[src/core/option_latch_pkg.sv]
// Notes on behaviour
// - each option register takes exactly one software write per reset
// - any reset clears all option bits except the supply-mode bit
// - registers sit at indices 1E and 1F, readable at any time
// - supply-mode bit cleared only by power-on, writable once per power-on
// - timebase select set inserts divide-by-128, clear bypasses it
// - oscillator-in-stop set keeps oscillator running during stop
// - baud source set uses bus clock, clear uses external oscillator
// - watchdog rate: 1 gives 8176 cycles, 0 gives 262128; reset clears
// - monitor-in-stop keeps monitor running in stop when power enabled
// - monitor reset-disable set suppresses monitor resets
// - monitor power-disable set powers the monitor down
// - supply-mode bit selects 5-V trip when 1, 3-V when 0
// - short recovery: 32 crystal cycles, else 4096 crystal cycles
// - stop exit by monitor reset always uses long recovery
// - stop-enable clear makes stop instruction an illegal opcode
// - watchdog disable bit set disables the watchdog
// - in stop, loop always off; oscillator off unless oscillator-in-stop set
package option_latch_pkg;

  // ----------------------------------------------------------------
  // register map (index; byte address is four times the index)
  // ----------------------------------------------------------------
  localparam logic [7:0] OPT_TWO_INDEX = 8'h1E;
  localparam logic [7:0] OPT_ONE_INDEX = 8'h1F;
  localparam logic [7:0] OPT_RESET = 8'h00;

  // ----------------------------------------------------------------
  // option_latch_one fields
  // ----------------------------------------------------------------
  localparam int WATCHDOG_DISABLE_BIT = 0;
  localparam int STOP_ENABLE_BIT = 1;
  localparam int SHORT_RECOVERY_BIT = 2;
  localparam int SUPPLY_MODE_BIT = 3;
  localparam int MONITOR_POWER_DISABLE_BIT = 4;
  localparam int MONITOR_RESET_DISABLE_BIT = 5;
  localparam int MONITOR_IN_STOP_BIT = 6;
  localparam int WATCHDOG_RATE_BIT = 7;

  // ----------------------------------------------------------------
  // option_latch_two fields, upper bits read zero
  // ----------------------------------------------------------------
  localparam int SERIAL_BAUD_SOURCE_BIT = 0;
  localparam int OSCILLATOR_IN_STOP_BIT = 1;
  localparam int TIMEBASE_PRESCALE_BIT = 2;
  localparam logic [7:0] OPT_TWO_MASK = 8'h07;

  // ----------------------------------------------------------------
  // counts
  // ----------------------------------------------------------------
  localparam int unsigned TIMEBASE_DIVIDE = 128;
  localparam int unsigned RECOVERY_SHORT_CYCLES = 32;
  localparam int unsigned RECOVERY_LONG_CYCLES = 4096;
  localparam logic [17:0] WATCHDOG_SHORT_CYCLES = 18'h0_1FF0;
  localparam logic [17:0] WATCHDOG_LONG_CYCLES = 18'h3_FFF0;

  // ----------------------------------------------------------------
  // types
  // ----------------------------------------------------------------
  typedef struct packed {
    logic watchdog_rate;
    logic monitor_in_stop;
    logic monitor_reset_disable;
    logic monitor_power_disable;
    logic monitor_supply_mode;
    logic short_recovery;
    logic stop_enable;
    logic watchdog_disable;
    logic timebase_prescale_select;
    logic oscillator_in_stop;
    logic serial_baud_source;
  } option_set_s;

  typedef enum logic [1:0] {
    RUN_ST,
    STOP_ST,
    RECOVER_ST
  } stop_state_e;

endpackage

[src/core/option_latch_bank.sv]
// Register access over APB and the placing of the registers were left to the implementer.
`timescale 1ns/1ns
module option_latch_bank
  import option_latch_pkg::*;
#(
  parameter int ADDR_W = 12
)
(
  // clock and resets
  input wire logic mclk_in,
  input wire logic sys_rst_in,
  input wire logic por_in,

  // apb slave
  input wire logic psel_in,
  input wire logic penable_in,
  input wire logic pwrite_in,
  input wire logic [ADDR_W-1:0] paddr_in,
  input wire logic [31:0] pwdata_in,
  output logic [31:0] prdata_out,
  output logic pready_out,
  output logic pslverr_out,

  // stop control
  input wire logic stop_req_in,
  input wire logic wake_in,
  input wire logic monitor_wake_in,
  input wire logic xtal_tick_in,
  output logic illegal_opcode_out,
  output logic stop_mode_out,

  // clock steering
  input wire logic tb_tick_in,
  input wire logic bus_tick_in,
  input wire logic osc_tick_in,
  output logic tb_tick_out,
  output logic baud_tick_out,
  output logic osc_run_out,
  output logic loop_run_out,
  output logic clock_outputs_enable_out,

  // watchdog and low-voltage monitor
  input wire logic monitor_reset_req_in,
  output logic watchdog_enable_out,
  output logic [17:0] watchdog_timeout_out,
  output logic monitor_power_out,
  output logic monitor_trip_5v_out,
  output logic monitor_reset_out,
  output logic [10:0] options_out
);

  // ----------------------------------------------------------------
  // bus decode
  // ----------------------------------------------------------------
  localparam logic [ADDR_W-1:0] ONE_ADDR =
    ADDR_W'({OPT_ONE_INDEX, 2'b00});
  localparam logic [ADDR_W-1:0] TWO_ADDR =
    ADDR_W'({OPT_TWO_INDEX, 2'b00});
  localparam logic [6:0] TB_LAST = 7'(TIMEBASE_DIVIDE - 1);

  logic hit_one;
  logic hit_two;
  logic setup;
  logic access;
  logic wr_take;

  assign hit_one = (paddr_in == ONE_ADDR);
  assign hit_two = (paddr_in == TWO_ADDR);
  assign setup = psel_in && !penable_in;
  assign access = psel_in && penable_in;
  assign wr_take = access && pwrite_in;

  // zero wait states; read data captured in the setup cycle
  assign pready_out = 1'b1;
  assign pslverr_out = access && !(hit_one || hit_two);

  // ----------------------------------------------------------------
  // option latches
  // ----------------------------------------------------------------
  logic [7:0] opt_one;
  logic [7:0] opt_two;
  logic supply_mode;
  logic one_written;
  logic two_written;
  logic supply_written;
  logic [7:0] next_opt_one;
  logic [7:0] next_opt_two;
  logic next_supply_mode;
  logic next_one_written;
  logic next_two_written;
  logic next_supply_written;
  logic [31:0] prdata;
  logic [31:0] next_prdata;
  logic [7:0] one_view;

  // supply bit lives apart so ordinary resets leave it alone
  always_comb begin
    one_view = opt_one;
    one_view[SUPPLY_MODE_BIT] = supply_mode;
  end

  always_comb begin
    next_opt_one = opt_one;
    next_opt_two = opt_two;
    next_supply_mode = supply_mode;
    next_one_written = one_written;
    next_two_written = two_written;
    next_supply_written = supply_written;
    next_prdata = prdata;
    if (wr_take && hit_one && !one_written) begin
      next_opt_one = pwdata_in[7:0];
      next_opt_one[SUPPLY_MODE_BIT] = 1'b0;
      next_one_written = 1'b1;
    end
    if (wr_take && hit_one && !supply_written) begin
      next_supply_mode = pwdata_in[SUPPLY_MODE_BIT];
      next_supply_written = 1'b1;
    end
    if (wr_take && hit_two && !two_written) begin
      next_opt_two = pwdata_in[7:0] & OPT_TWO_MASK;
      next_two_written = 1'b1;
    end
    if (setup) begin
      if (hit_one) begin
        next_prdata = {24'h00_0000, one_view};
      end else if (hit_two) begin
        next_prdata = {24'h00_0000, opt_two};
      end else begin
        next_prdata = 32'h0000_0000;
      end
    end
  end

  always_ff @(posedge mclk_in) begin
    if (por_in) begin
      opt_one <= OPT_RESET;
      opt_two <= OPT_RESET;
      supply_mode <= 1'b0;
      one_written <= 1'b0;
      two_written <= 1'b0;
      supply_written <= 1'b0;
      prdata <= 32'h0000_0000;
    end else if (sys_rst_in) begin
      opt_one <= OPT_RESET;
      opt_two <= OPT_RESET;
      one_written <= 1'b0;
      two_written <= 1'b0;
      prdata <= 32'h0000_0000;
      supply_mode <= next_supply_mode;
      supply_written <= next_supply_written;
    end else begin
      opt_one <= next_opt_one;
      opt_two <= next_opt_two;
      supply_mode <= next_supply_mode;
      one_written <= next_one_written;
      two_written <= next_two_written;
      supply_written <= next_supply_written;
      prdata <= next_prdata;
    end
  end

  assign prdata_out = prdata;

  option_set_s opt;

  always_comb begin
    opt.watchdog_rate = opt_one[WATCHDOG_RATE_BIT];
    opt.monitor_in_stop = opt_one[MONITOR_IN_STOP_BIT];
    opt.monitor_reset_disable = opt_one[MONITOR_RESET_DISABLE_BIT];
    opt.monitor_power_disable = opt_one[MONITOR_POWER_DISABLE_BIT];
    opt.monitor_supply_mode = supply_mode;
    opt.short_recovery = opt_one[SHORT_RECOVERY_BIT];
    opt.stop_enable = opt_one[STOP_ENABLE_BIT];
    opt.watchdog_disable = opt_one[WATCHDOG_DISABLE_BIT];
    opt.timebase_prescale_select = opt_two[TIMEBASE_PRESCALE_BIT];
    opt.oscillator_in_stop = opt_two[OSCILLATOR_IN_STOP_BIT];
    opt.serial_baud_source = opt_two[SERIAL_BAUD_SOURCE_BIT];
  end

  assign options_out = opt;

  // ----------------------------------------------------------------
  // stop sequencing
  // ----------------------------------------------------------------
  stop_state_e state;
  stop_state_e next_state;
  logic illegal;
  logic next_illegal;
  logic rec_start;
  logic rec_long;
  logic rec_busy;
  logic rec_done;

  always_comb begin
    next_state = state;
    next_illegal = 1'b0;
    rec_start = 1'b0;
    rec_long = 1'b1;
    case (state)
      RUN_ST: begin
        if (stop_req_in) begin
          if (opt.stop_enable) begin
            next_state = STOP_ST;
          end else begin
            next_illegal = 1'b1;
          end
        end
      end
      STOP_ST: begin
        if (monitor_wake_in) begin
          rec_start = 1'b1;
          rec_long = 1'b1;
          next_state = RECOVER_ST;
        end else if (wake_in) begin
          rec_start = 1'b1;
          rec_long = !opt.short_recovery;
          next_state = RECOVER_ST;
        end
      end
      RECOVER_ST: begin
        if (rec_done) begin
          next_state = RUN_ST;
        end
      end
      default: begin
        next_state = RUN_ST;
      end
    endcase
  end

  always_ff @(posedge mclk_in) begin
    if (sys_rst_in || por_in) begin
      state <= RUN_ST;
      illegal <= 1'b0;
    end else begin
      state <= next_state;
      illegal <= next_illegal;
    end
  end

  stop_recovery_timer u_recovery (
    .mclk_in(mclk_in),
    .sys_rst_in(sys_rst_in || por_in),
    .start_in(rec_start),
    .long_in(rec_long),
    .xtal_tick_in(xtal_tick_in),
    .busy_out(rec_busy),
    .done_out(rec_done)
  );

  logic stopped;

  // recovery counts as stopped until the oscillator has settled
  assign stopped = (state != RUN_ST) || rec_busy;
  assign stop_mode_out = stopped;
  assign illegal_opcode_out = illegal;

  assign osc_run_out = !stopped || opt.oscillator_in_stop;
  assign loop_run_out = !stopped;
  assign clock_outputs_enable_out = !stopped || opt.oscillator_in_stop;

  // ----------------------------------------------------------------
  // clock steering
  // ----------------------------------------------------------------
  logic [6:0] tb_count;
  logic [6:0] next_tb_count;
  logic tb_tick;
  logic next_tb_tick;
  logic baud_tick;
  logic next_baud_tick;

  always_comb begin
    next_tb_count = tb_count;
    next_tb_tick = 1'b0;
    if (opt.timebase_prescale_select) begin
      if (tb_tick_in) begin
        next_tb_count = tb_count + 7'h01;
        next_tb_tick = (tb_count == TB_LAST);
      end
    end else begin
      next_tb_count = 7'h00;
      next_tb_tick = tb_tick_in;
    end
    next_baud_tick = opt.serial_baud_source ? bus_tick_in : osc_tick_in;
  end

  always_ff @(posedge mclk_in) begin
    if (sys_rst_in || por_in) begin
      tb_count <= 7'h00;
      tb_tick <= 1'b0;
      baud_tick <= 1'b0;
    end else begin
      tb_count <= next_tb_count;
      tb_tick <= next_tb_tick;
      baud_tick <= next_baud_tick;
    end
  end

  assign tb_tick_out = tb_tick;
  assign baud_tick_out = baud_tick;

  // ----------------------------------------------------------------
  // watchdog and monitor controls
  // ----------------------------------------------------------------
  // watchdog disable
  assign watchdog_enable_out = !opt.watchdog_disable;
  assign watchdog_timeout_out =
    opt.watchdog_rate ? WATCHDOG_SHORT_CYCLES : WATCHDOG_LONG_CYCLES;
  assign monitor_power_out = !opt.monitor_power_disable &&
    (!stopped || opt.monitor_in_stop);
  assign monitor_trip_5v_out = opt.monitor_supply_mode;
  assign monitor_reset_out = monitor_reset_req_in &&
    !opt.monitor_reset_disable && monitor_power_out;

endmodule

[src/core/stop_recovery_timer.sv]
`timescale 1ns/1ns
module stop_recovery_timer
  import option_latch_pkg::*;
(
  // clock and reset
  input wire logic mclk_in,
  input wire logic sys_rst_in,
  // control
  input wire logic start_in,
  input wire logic long_in,
  input wire logic xtal_tick_in,
  // status
  output logic busy_out,
  output logic done_out
);

  localparam logic [12:0] LONG_LOAD = 13'(RECOVERY_LONG_CYCLES);
  localparam logic [12:0] SHORT_LOAD = 13'(RECOVERY_SHORT_CYCLES);

  logic [12:0] count;
  logic [12:0] next_count;
  logic done;
  logic next_done;

  always_comb begin
    next_count = count;
    next_done = 1'b0;
    if (start_in) begin
      next_count = long_in ? LONG_LOAD : SHORT_LOAD;
    end else if (count != 13'h0000 && xtal_tick_in) begin
      next_count = count - 13'h0001;
      next_done = (count == 13'h0001);
    end
  end

  always_ff @(posedge mclk_in) begin
    if (sys_rst_in) begin
      count <= 13'h0000;
      done <= 1'b0;
    end else begin
      count <= next_count;
      done <= next_done;
    end
  end

  assign busy_out = (count != 13'h0000);
  assign done_out = done;

endmodule

[config.mk]
export PLATFORM = sky130hd
export DESIGN_NAME = option_latch_bank
export DESIGN_NICKNAME = d
export VERILOG_FILES = /design/src/core/option_latch_pkg.sv /design/src/core/option_latch_bank.sv /design/src/core/stop_recovery_timer.sv
export SDC_FILE = /design/constraint.sdc
export NUM_CORES = 1
export LEC_CHECK = 0
export BUFFER_PORTS_ARGS = -buffer_cell sky130_fd_sc_hd__buf_2
export CORE_MARGIN = 2
export CORE_UTILIZATION = 46
export DETAILED_ROUTE_END_ITERATION = 8
export HOLD_SLACK_MARGIN = 0.08
export PLACE_DENSITY = 0.85
export SETUP_SLACK_MARGIN = 0.15
export SYNTH_ARGS = -nofsm -noshare
export SYNTH_HDL_FRONTEND = slang
export SYNTH_SLANG_ARGS = --single-unit
export TNS_END_PERCENT = 20
[constraint.sdc]
create_clock -name mclk_in -period 2.4 [get_ports mclk_in]
set_input_delay 0.12 -clock mclk_in [delete_from_list [all_inputs] [get_ports mclk_in]]
set_output_delay 0.12 -clock mclk_in [all_outputs]
set_load 0.05 [all_outputs]
==> impl_metrics.py, run 1 <==
metrics = {
    "global_route": {
        "grt_pass1_vias": 2077,
        "grt_pass1_wl_um": 8976,
        "grt_max_degree": 27,
        "antenna_found_initial": 0,
        "track_usage": 0.1755,
        "grt_overflow": 0,
    },
    "pwr": {
        "p_per_area_mw_per_mm2": 1764,
        "vdd_drop_max_v": 0.001474,
        "internal-power_mw": 2.537,
        "p_sw_frac": 0.5282,
        "p_switching_mw": 2.841,
        "power_frac_clock": 0.100,
        "sequentialPowerShare": 0.188,
        "combPwrFrac": 0.712,
        "p_leak_nw": 1.266,
        "power_mw": 5.379,
    },
    "timing": {
        "worstMarginPinSlew_ns": 0.6016,
        "setup_viol": 0,
        "rsz0062_at_grt": "yes",
        "slew_viol_final": 0,
        "fin_skew_ns": 0.003714,
        "slew_headroom": 0.5959,
        "max_freq_mhz": 446.6,
        "fin_crit_ns": 2.239,
        "fin_ws_ns": 0.1609,
        "min_period_over_period": 0.9330,
        "hold_viol": 0,
    },
    "clock_network": {
        "clock_sinks": 48,
        "root_buffer": "clkbuf_8",
        "clock_latency_ns": 0.29,
        "cts-buffers-inserted": 5,
        "path_clk_slew_ns": 0.08,
        "cts.path.max_buffers": 2,
        "htree_num_levels": 2,
        "cts_tree": "done",
    },
    "synthesis": {
        "yosys_most_used_dff": "dfxtp_1",
        "yosys.area.top_type": "dfxtp_1",
        "synth_edf_count": 0,
        "yosys.area.top_type_share": 0.3654,
        "syn_inst": 309,
        "netlist_top_cells_area": "dfxtp_1 37%, buf_4 13%, a21oi_1 5.3%, nor2_1 4.1%, o21ai_0 3.2%",
        "syn-cell-area_sq_mm": 0.002630,
        "ys_seq_area_frac": 0.3654,
        "syn_avg_cell_area_sq_um": 8.511,
        "ys_seq_elements": 48,
        "async_flop_share": 0,
        "yosysWarnings": 0,
        "synth.distinct_cells": 47,
    },
    "layout": {
        "syn_to_final_growth_pct": 15.94,
        "design_area_sq_mm": 0.003049,
        "nets": 438,
        "mostFrequentLayoutCell": "buf_2",
        "n_antenna_cell": 0,
        "final_cell_mix": "66 x buf_2, 46 x dfxtp_1, 38 x conb_1",
        "drive_above_1_share": 0.2720,
    },
    "route": {
        "drt-vias-per-instance": 5.085,
        "drt_wl_total_um": 5563,
        "drc_errors": 0,
        "wl_per_cell_um": 12.45,
        "drtAntennaViolNets": 0,
        "first_iter_violations": 93,
        "vias": 2273,
        "first_pass_iters": 4,
    },
    "status": {
        "status": "finished clean",
    },
    "placed_design": {
        "port_buffers": 69,
        "gp_congestion": 0.8575,
        "pre_cts_slack_ns": 0.2457,
        "post_dp_cell_area_sq_mm": 0.002858,
        "dp_hpwl_um": 4155,
    },
    "critical_path": {
        "required_ns": 2.28,
        "cp_cell_sequence": "or4_4 -> nor4_4 -> nand2_4 -> a2111oi_4 -> buf_6",
        "ff2ff_setup_slack_ns": 0.43,
        "start_kind": "flop",
        "cp_slowest_stage_delay_ns": 0.54,
        "critPathTopFamily": "simple AND/OR/NAND/NOR gates",
        "crit_type": "flop to output port",
        "endpoint_kind": "output port",
        "arrival_ns": 2.12,
        "crit_buf_inv": 1,
        "crit_fanout": 7,
        "crit_slowest_cell": "or4_4",
    },
    "worst_hold_path": {
        "hold_class": "input pin to flop",
    },
    "floorplanning": {
        "die_h_um": 79.62,
        "dieWidth_um": 79.62,
        "dieArea_sq_mm": 0.006339,
        "ios": 132,
        "core_area_sq_mm": 0.005507,
        "initial_utilization": 0.4776,
        "std_cell_rows": 27,
    },
    "job": {
        "drv_cap": 0,
    },
}
[cells in the mapped netlist, types with 4 or more instances]
library cell,count
or3_1,11
nor2_1,29
xor2_1,4
nor3_1,5
dfxtp_1,48
a21oi_1,28
mux2i_1,6
nand3b_1,8
or4_1,7
nand3_1,5
buf_4,45
or3_2,4
nand2_1,17
nand2b_1,6
ha_1,4
a22oi_1,5
inv_1,9
nor4_1,5
o21ai_0,17
clkbuf_1,6
[area by class of cell]
class	count	area [sq um]
tap	72	90.09
clock inverter	1	30.03
multi-input combinational	234	1423
timing repair buffer	78	440.4
inverter	9	33.78
fill	502	2457
clock buffer	5	68.82
sequential	48	963.4
[worst register-to-register path, delay by kind of cell (launching register included)]
family | cells | cell delay, ns
compound gates | 2 | 0.44
simple gates | 2 | 0.87
flops | 1 | 0.36
buf+inv | 1 | 0.18
[kinds of logic (layout without fill, tap and decap cells)]
logic type | count (synthesis) | in the layout | synth area share
XOR/XNOR | 7 | 7 | 0.02331
other | 2 | 38 | 0.002855
flip-flops | 48 | 48 | 0.3654
adder cells (fa/ha/maj) | 4 | 4 | 0.01903
buffers and inverters | 63 | 93 | 0.1579
AND/OR/NAND/NOR | 116 | 116 | 0.2588
multiplexers | 6 | 6 | 0.02284
AO/OA/AOI/OAI | 63 | 63 | 0.1499
[registers in the layout, indices dropped and copies added (netlist names)]
name,flops
u_recovery.count,13
one_written,1
monitor_trip_5v_out,1
two_written,1
illegal_opcode_out,1
tb_tick_out,1
prdata_out,8
opt_one,7
tb_count,7
supply_written,1
baud_tick_out,1
opt_two,3
u_recovery.done_out,1
state,2
[layer usage]
metal	routed length, um	GRT usage	vias to the layer above
met4	73	0.06379	0
met5	0	0	-
li1	-	-	1136
met2	2795	0.3050	80
met1	2370	0.2171	1051
met3	324	0.02941	6
[per-stage QoR]
stage | TNS [ns] | utilization | hold WS (ns) | instances
6_report | 0 | 0.5537 | 0.1000 | 447
5_1_grt | 0 | 0.5537 | 0.09981 | 447
4_1_cts | 0 | 0.5508 | 0.09096 | 447
2_1_floorplan | -0.01379 | - | 0.1891 | 345
3_5_place_dp | 0 | 0.5190 | 0.3225 | 434
3_3_place_gp | 0 | 0.5190 | 0.3195 | 434
[final timing paths]
path,end,cells past startpoint,from
hold / removal,opt_one[6],3,pwdata_in[6]
setup reg to reg,u_recovery.count[12],5,u_recovery.count[9]
setup / recovery,monitor_reset_out,5,u_recovery.count[9]
hold reg to reg,prdata_out[2],2,prdata_out[2]
[power groups by stage]
stage | combinational [mW] | sequential (mW) | clock, mW
CTS | 3.67 | 1.00 | 0.552
detailed placement | 3.48 | 1.01 | 0
finish | 3.83 | 1.01 | 0.540
global route | 4.00 | 1.02 | 0.583
floorplan | 3.00 | 0.994 | 0
global placement | 3.44 | 1.00 | 0
[what timing repair did]
item / in CTS / in global routing
hold buffers: 5 / 0
resized for setup: 4 / 8
setup buffers: 2 / 0
pin swaps: 4 / 0
hold endpoints to repair: 4 / 0
endpoints found under the setup margin: 2 / 5
Power figures use the tool's default switching activity.
==> run 2, diff against run 1 <==
Settings changed: ABC_AREA set to 1.
==> run 2 against run 1 <==
Utilization is 0.92 points higher; non-clock buffer count increased by 5; clock skew rose by 0.0046 ns; combinational power fell by 11%; final area increased by 3.5%; synthesized cell count up 27%; clock power rose by 10%; flip-flop and latch count is the same; highest routed layer unchanged; first-iteration DRC count grew 29%; die area rose by 3.1%; sequential power hardly changed; worst setup slack gained 0.19 ns.
==> impl_metrics.py, run 2 <==
metrics = {
    "layout": {
        "final_cell_count_no_fill": 541,
        "n_antenna_cell": 0,
        "mostFrequentLayoutCell": "nand2_1",
        "largest_reg_flops": 13,
        "regMostFlops": "u_recovery.count",
        "nets": 530,
        "final_cell_mix": "70 x nand2_1, 69 x buf_2, 60 x nor2_1",
        "syn_to_final_growth_pct": 16.21,
        "design_area_sq_mm": 0.003157,
        "drive_above_1_share": 0.2111,
    },
    "synthesis": {
        "yosys.area.top_type_share": 0.3538,
        "yosys.area.top_type": "dfxtp_1",
        "synth_edf_count": 0,
        "ys_seq_area_frac": 0.3538,
        "syn_inst": 393,
        "synth.distinct_cells": 35,
        "synth_common_cells": "70 x nand2_1, 60 x nor2_1, 53 x inv_1",
        "yosys_most_used_dff": "dfxtp_1",
        "netlist_top_cells_area": "dfxtp_1 35%, buf_4 12%, nand2_1 9.7%, nor2_1 8.3%, inv_1 7.3%",
        "syn_avg_cell_area_sq_um": 6.912,
        "ys_seq_elements": 48,
        "yosysWarnings": 0,
        "async_flop_share": 0,
        "syn-cell-area_sq_mm": 0.002716,
        "synthMostInstantiatedCell": "nand2_1",
    },
    "timing": {
        "hold_viol": 0,
        "fin_skew_ns": 0.008350,
        "final.setup.tns_ns": 0,
        "fin_ws_ns": 0.3550,
        "fin_crit_ns": 2.045,
        "rsz0062_at_grt": "no",
        "min_period_over_period": 0.8521,
        "setup_viol": 0,
        "max_freq_mhz": 489.0,
        "slew_viol_final": 0,
    },
    "critical_path": {
        "critPathTopFamily": "simple AND/OR/NAND/NOR gates",
        "cp_slowest_stage_delay_ns": 0.32,
        "crit_type": "flop to output port",
        "cp_cell_sequence": "inv_1 -> ha_1 -> inv_1 -> nor2_2 -> nand2_4 -> nor3_4 -> o21ai_1 -> nor2_1 -> buf_2",
        "ff2ff_setup_slack_ns": 0.84,
        "required_ns": 2.28,
        "crit_slowest_cell": "dfxtp_1",
        "critPathMostFrequentCell": "inv_1",
        "arrival_ns": 1.93,
        "endpoint_kind": "output port",
        "crit_buf_inv": 3,
        "start_kind": "flop",
        "r2r_cells": 7,
        "r2r-start": "u_recovery.count[1]",
        "crit_fanout": 7,
        "r2r_end": "u_recovery.count[8]",
    },
    "route": {
        "drt-vias-per-instance": 4.673,
        "drt_wl_total_um": 5714,
        "vias": 2528,
        "first_iter_violations": 120,
        "drc_errors": 0,
        "first_pass_iters": 5,
        "drtAntennaViolNets": 0,
        "wl_per_cell_um": 10.56,
    },
    "pwr": {
        "p_per_area_mw_per_mm2": 1580,
        "vdd_drop_max_v": 0.001779,
        "p_leak_nw": 1.596,
    },
    "floorplanning": {
        "die_h_um": 80.85,
        "core_area_sq_mm": 0.005608,
        "std_cell_rows": 27,
        "dieArea_sq_mm": 0.006536,
        "dieWidth_um": 80.85,
        "initial_utilization": 0.4844,
        "ios": 132,
    },
    "global_route": {
        "track_usage": 0.1861,
        "grt_pass1_wl_um": 9694,
        "antenna_found_initial": 0,
        "grt_max_degree": 18,
        "grt_overflow": 0,
        "grt_pass1_vias": 2278,
    },
    "placed_design": {
        "gp_congestion": 0.7995,
        "post_dp_cell_area_sq_mm": 0.002920,
        "pre_cts_slack_ns": 0.7247,
        "dp.cells": 521,
        "port_buffers": 69,
        "dp_hpwl_um": 4163,
    },
    "job": {
        "drv_cap": 0,
    },
    "worst_hold_path": {
        "hold_class": "input pin to flop",
        "hold_end": "tb_count[0]",
        "hold_path_startpoint": "tb_tick_in",
        "hold_depth": 3,
    },
    "clock_network": {
        "clock_sinks": 48,
        "post_cts_resized": 0,
        "root_buffer": "clkbuf_8",
        "postCtsSetupRepairBufs": 0,
        "holdBufCountCts": 12,
        "cts-buffers-inserted": 5,
        "path_clk_slew_ns": 0.10,
        "clock_latency_ns": 0.30,
        "cts.path.max_buffers": 2,
        "htree_num_levels": 2,
        "cts_tree": "done",
    },
    "status": {
        "status": "finished clean",
    },
}
## run 2: cell types whose count changed after synthesis, moves of 6 or more
cell,delta
inv_1,+44
nand2_1,+53
nand2b_1,-6
nand3_1,+17
nand3b_1,-6
nor2_1,+31
o21ai_0,-6
or3_1,-11
or4_1,-7
## run 2: logic make-up after synthesis
logic type,Yosys count,synth area share
compound gates,43,0.08245
xor+xnor,2,0.006450
fa+ha+maj,4,0.01843
buf+inv,107,0.2179
flops,48,0.3538
mux,1,0.003685
other cells,2,0.002765
simple gates,186,0.3146
## run 2: worst max path at each step
| stage | start | end | slack (ns) | cells past startpoint |
|---|---|---|---|---|
| finish | u_recovery.count[1] | monitor_reset_out | 0.35 | 9 |
| global route | u_recovery.count[1] | monitor_reset_out | 0.22 | 9 |
| CTS | u_recovery.count[0] | monitor_reset_out | 0.37 | 9 |
| detailed placement | u_recovery.count[0] | monitor_reset_out | 0.72 | 9 |
| global placement | u_recovery.count[0] | monitor_reset_out | 0.74 | 9 |
| floorplan | u_recovery.count[0] | monitor_reset_out | 0.17 | 8 |
## run 2: metal layers
layer	routed length (um)	share of wire	vias up	GRT usage
met4	45	0.0079	0	0.06949
li1	-	-	1291	-
met5	0	0	-	0
met2	2936	0.51	79	0.3380
met3	352	0.062	4	0.05111
met1	2380	0.42	1154	0.2059
## run 2: power breakdown
part           switching, mW  total (mW)  internal [mW]
combinational           2.53        3.39          0.864
clock                  0.282       0.596          0.314
sequential            0.0924        1.00          0.908
## run 2: layout make-up
cell class / instances / area (sq um)
Inverter: 56 / 210.2
Clock buffer: 5 / 68.82
Clock inverter: 3 / 47.55
Sequential cell: 48 / 960.9
Fill cell: 531 / 2451
Multi-Input combinational cell: 274 / 1299
Tap cell: 72 / 90.09
Timing Repair Buffer: 83 / 480.5
## run 2: through the flow
step | util | power, mW | hold slack (ns)
finish | 0.5629 | 4.989 | 0.1376
global route | 0.5629 | 5.337 | 0.1618
CTS | 0.5629 | 4.968 | 0.1245
detailed placement | 0.5208 | 4.347 | 0.3505
global placement | 0.5208 | 4.280 | 0.3413
floorplan | - | 3.934 | 0.1891
## run 2: worst min-delay path, stage by stage
cell	delay [ns]
buf_2	0.14
nor2_1	0.09
nor3_1	0.05
==> run 3, diff against run 2 <==
Settings changed: PLACE_DENSITY 0.85 to 0.84, SETUP_SLACK_MARGIN 0.15 to 0.5.
==> run 3 against run 2 <==
Non-clock buffer count grew 3; die area is the same; wire length grew 4.1%; flip-flop and latch count is the same; sequential power grew 4%; hold slack lost 0.048 ns; clock power grew 1%; final area grew 3.3%; fmax grew 6.8%; cell count grew 0.55%; first-iteration DRC count shrank 27%; combinational power grew 22%; critical endpoint unchanged; largest cell class unchanged; largest power group unchanged.
==> impl_metrics.py, run 3 (synthesis results as in run 2) <==
metrics = {
    "status": {
        "status": "finished clean",
    },
    "layout": {
        "final_cell_mix": "69 x nand2_1, 65 x buf_2, 57 x nor2_1",
        "regMostFlops": "u_recovery.count",
        "mostFrequentLayoutCell": "nand2_1",
        "nets": 533,
        "design_area_sq_mm": 0.003259,
        "drive_above_1_share": 0.2542,
        "fillers": 518,
        "n_antenna_cell": 0,
        "utilization": 0.5812,
        "largest_reg_flops": 13,
        "syn_to_final_growth_pct": 19.99,
    },
    "clock_network": {
        "cts-buffers-inserted": 5,
        "clock_latency_ns": 0.31,
        "clock_sinks": 48,
        "cts_tree": "done",
        "htree_num_levels": 2,
        "cts.path.max_buffers": 2,
        "path_clk_slew_ns": 0.10,
        "root_buffer": "clkbuf_8",
    },
    "global_route": {
        "grt_max_degree": 18,
        "track_usage": 0.1894,
        "grt_pass1_wl_um": 9839,
        "grt_pass1_vias": 2315,
        "antenna_found_initial": 0,
        "grt_overflow": 0,
    },
    "timing": {
        "hold_slack_ns": 0.08925,
        "min_period_over_period": 0.7978,
        "hold_viol": 0,
        "slew_viol_final": 0,
        "setup_viol": 0,
        "fin_crit_ns": 1.915,
        "fin_ws_ns": 0.4854,
        "final.setup.tns_ns": 0,
        "fin_skew_ns": 0.01153,
        "rsz0062_at_grt": "yes",
        "max_freq_mhz": 522.3,
    },
    "floorplanning": {
        "initial_utilization": 0.4844,
        "core_area_sq_mm": 0.005608,
        "dieArea_sq_mm": 0.006536,
        "dieWidth_um": 80.85,
        "ios": 132,
        "die_h_um": 80.85,
        "std_cell_rows": 27,
    },
    "job": {
        "drv_cap": 0,
    },
    "pwr": {
        "p_per_area_mw_per_mm2": 1776,
        "vdd_drop_max_v": 0.001714,
        "p_leak_nw": 1.628,
    },
    "route": {
        "drtAntennaViolNets": 0,
        "drt_wl_total_um": 5950,
        "first_iter_violations": 88,
        "first_pass_iters": 4,
        "wl_per_cell_um": 10.94,
        "drc_errors": 0,
        "drt-vias-per-instance": 4.647,
        "vias": 2528,
    },
    "critical_path": {
        "cp_slowest_stage_delay_ns": 0.35,
        "ff2ff_setup_slack_ns": 0.72,
        "endpoint_kind": "output port",
        "arrival_ns": 1.79,
        "crit_fanout": 5,
        "crit_slowest_cell": "dfxtp_2",
        "start_kind": "flop",
        "cp_cell_sequence": "inv_2 -> ha_4 -> inv_2 -> nor2_4 -> nand2_4 -> nor3_4 -> o21ai_2 -> nor2_4 -> buf_8",
        "required_ns": 2.28,
        "crit_type": "flop to output port",
    },
    "placed_design": {
        "gp_congestion": 0.8322,
        "pre_cts_slack_ns": 0.6831,
        "port_buffers": 69,
        "dp_hpwl_um": 4388,
        "post_dp_cell_area_sq_mm": 0.002957,
    },
    "worst_hold_path": {
        "hold_class": "input pin to flop",
    },
}
[run 3: worst paths after layout]
| check | startpoint | end | cells past startpoint |
|---|---|---|---|
| min reg2reg | two_written | two_written | 2 |
| max | u_recovery.count[0] | monitor_reset_out | 9 |
| min | pwdata_in[1] | opt_one[1] | 3 |
| max reg2reg | u_recovery.count[0] | u_recovery.count[5] | 11 |
[run 3: cell type report]
cell class / count / area [sq um] / share of cell area
Clock buffer: 5 / 68.82 / 0.02111
Clock inverter: 3 / 47.55 / 0.01459
Inverter: 56 / 212.7 / 0.06526
Multi-Input combinational cell: 274 / 1348 / 0.4134
Sequential cell: 48 / 974.7 / 0.2990
Tap cell: 72 / 90.09 / 0.02764
Timing Repair Buffer: 86 / 518.0 / 0.1589
[run 3: where the power goes]
group          internal, mW  switching (mW)  total, mW
Clock                 0.314           0.288      0.602
Combinational          1.40            2.75       4.15
Sequential            0.927           0.113       1.04
[run 3: metrics by stage]
stage          std cells  total power [mW]
2_1_floorplan        429             4.227
3_3_place_gp         521             4.523
3_5_place_dp         521             4.615
4_1_cts              540             5.353
5_1_grt              544             6.145
6_report             544             5.790
[run 3: critical path, delay by kind of cell (launching register included)]
| family | cells | cell delay, ns |
|---|---|---|
| DFF | 1 | 0.35 |
| buffers and inverters | 3 | 0.28 |
| and+or+nand+nor | 4 | 0.57 |
| AOI/OAI and AO/OA | 1 | 0.14 |
| adders and majority gates | 1 | 0.13 |
[run 3: metal layers]
metal / part of all wire / vias up / track usage
met4: 0.017 / 0 / 0.07288
li1: - / 1303 / -
met5: 0 / - / 0
met3: 0.068 / 11 / 0.04667
met2: 0.50 / 77 / 0.3405
met1: 0.42 / 1137 / 0.2150
[run 3: repair_timing]
| item | 4_1_cts | 5_1_grt |
|---|---|---|
| pin swaps | 1 | 8 |
| setup endpoints to repair | 4 | 5 |
| hold endpoints to repair | 10 | 0 |
| gates cloned | 0 | 0 |
| hold buffers | 11 | 0 |
| resized for setup | 5 | 13 |
| buffers inserted | 0 | 4 |
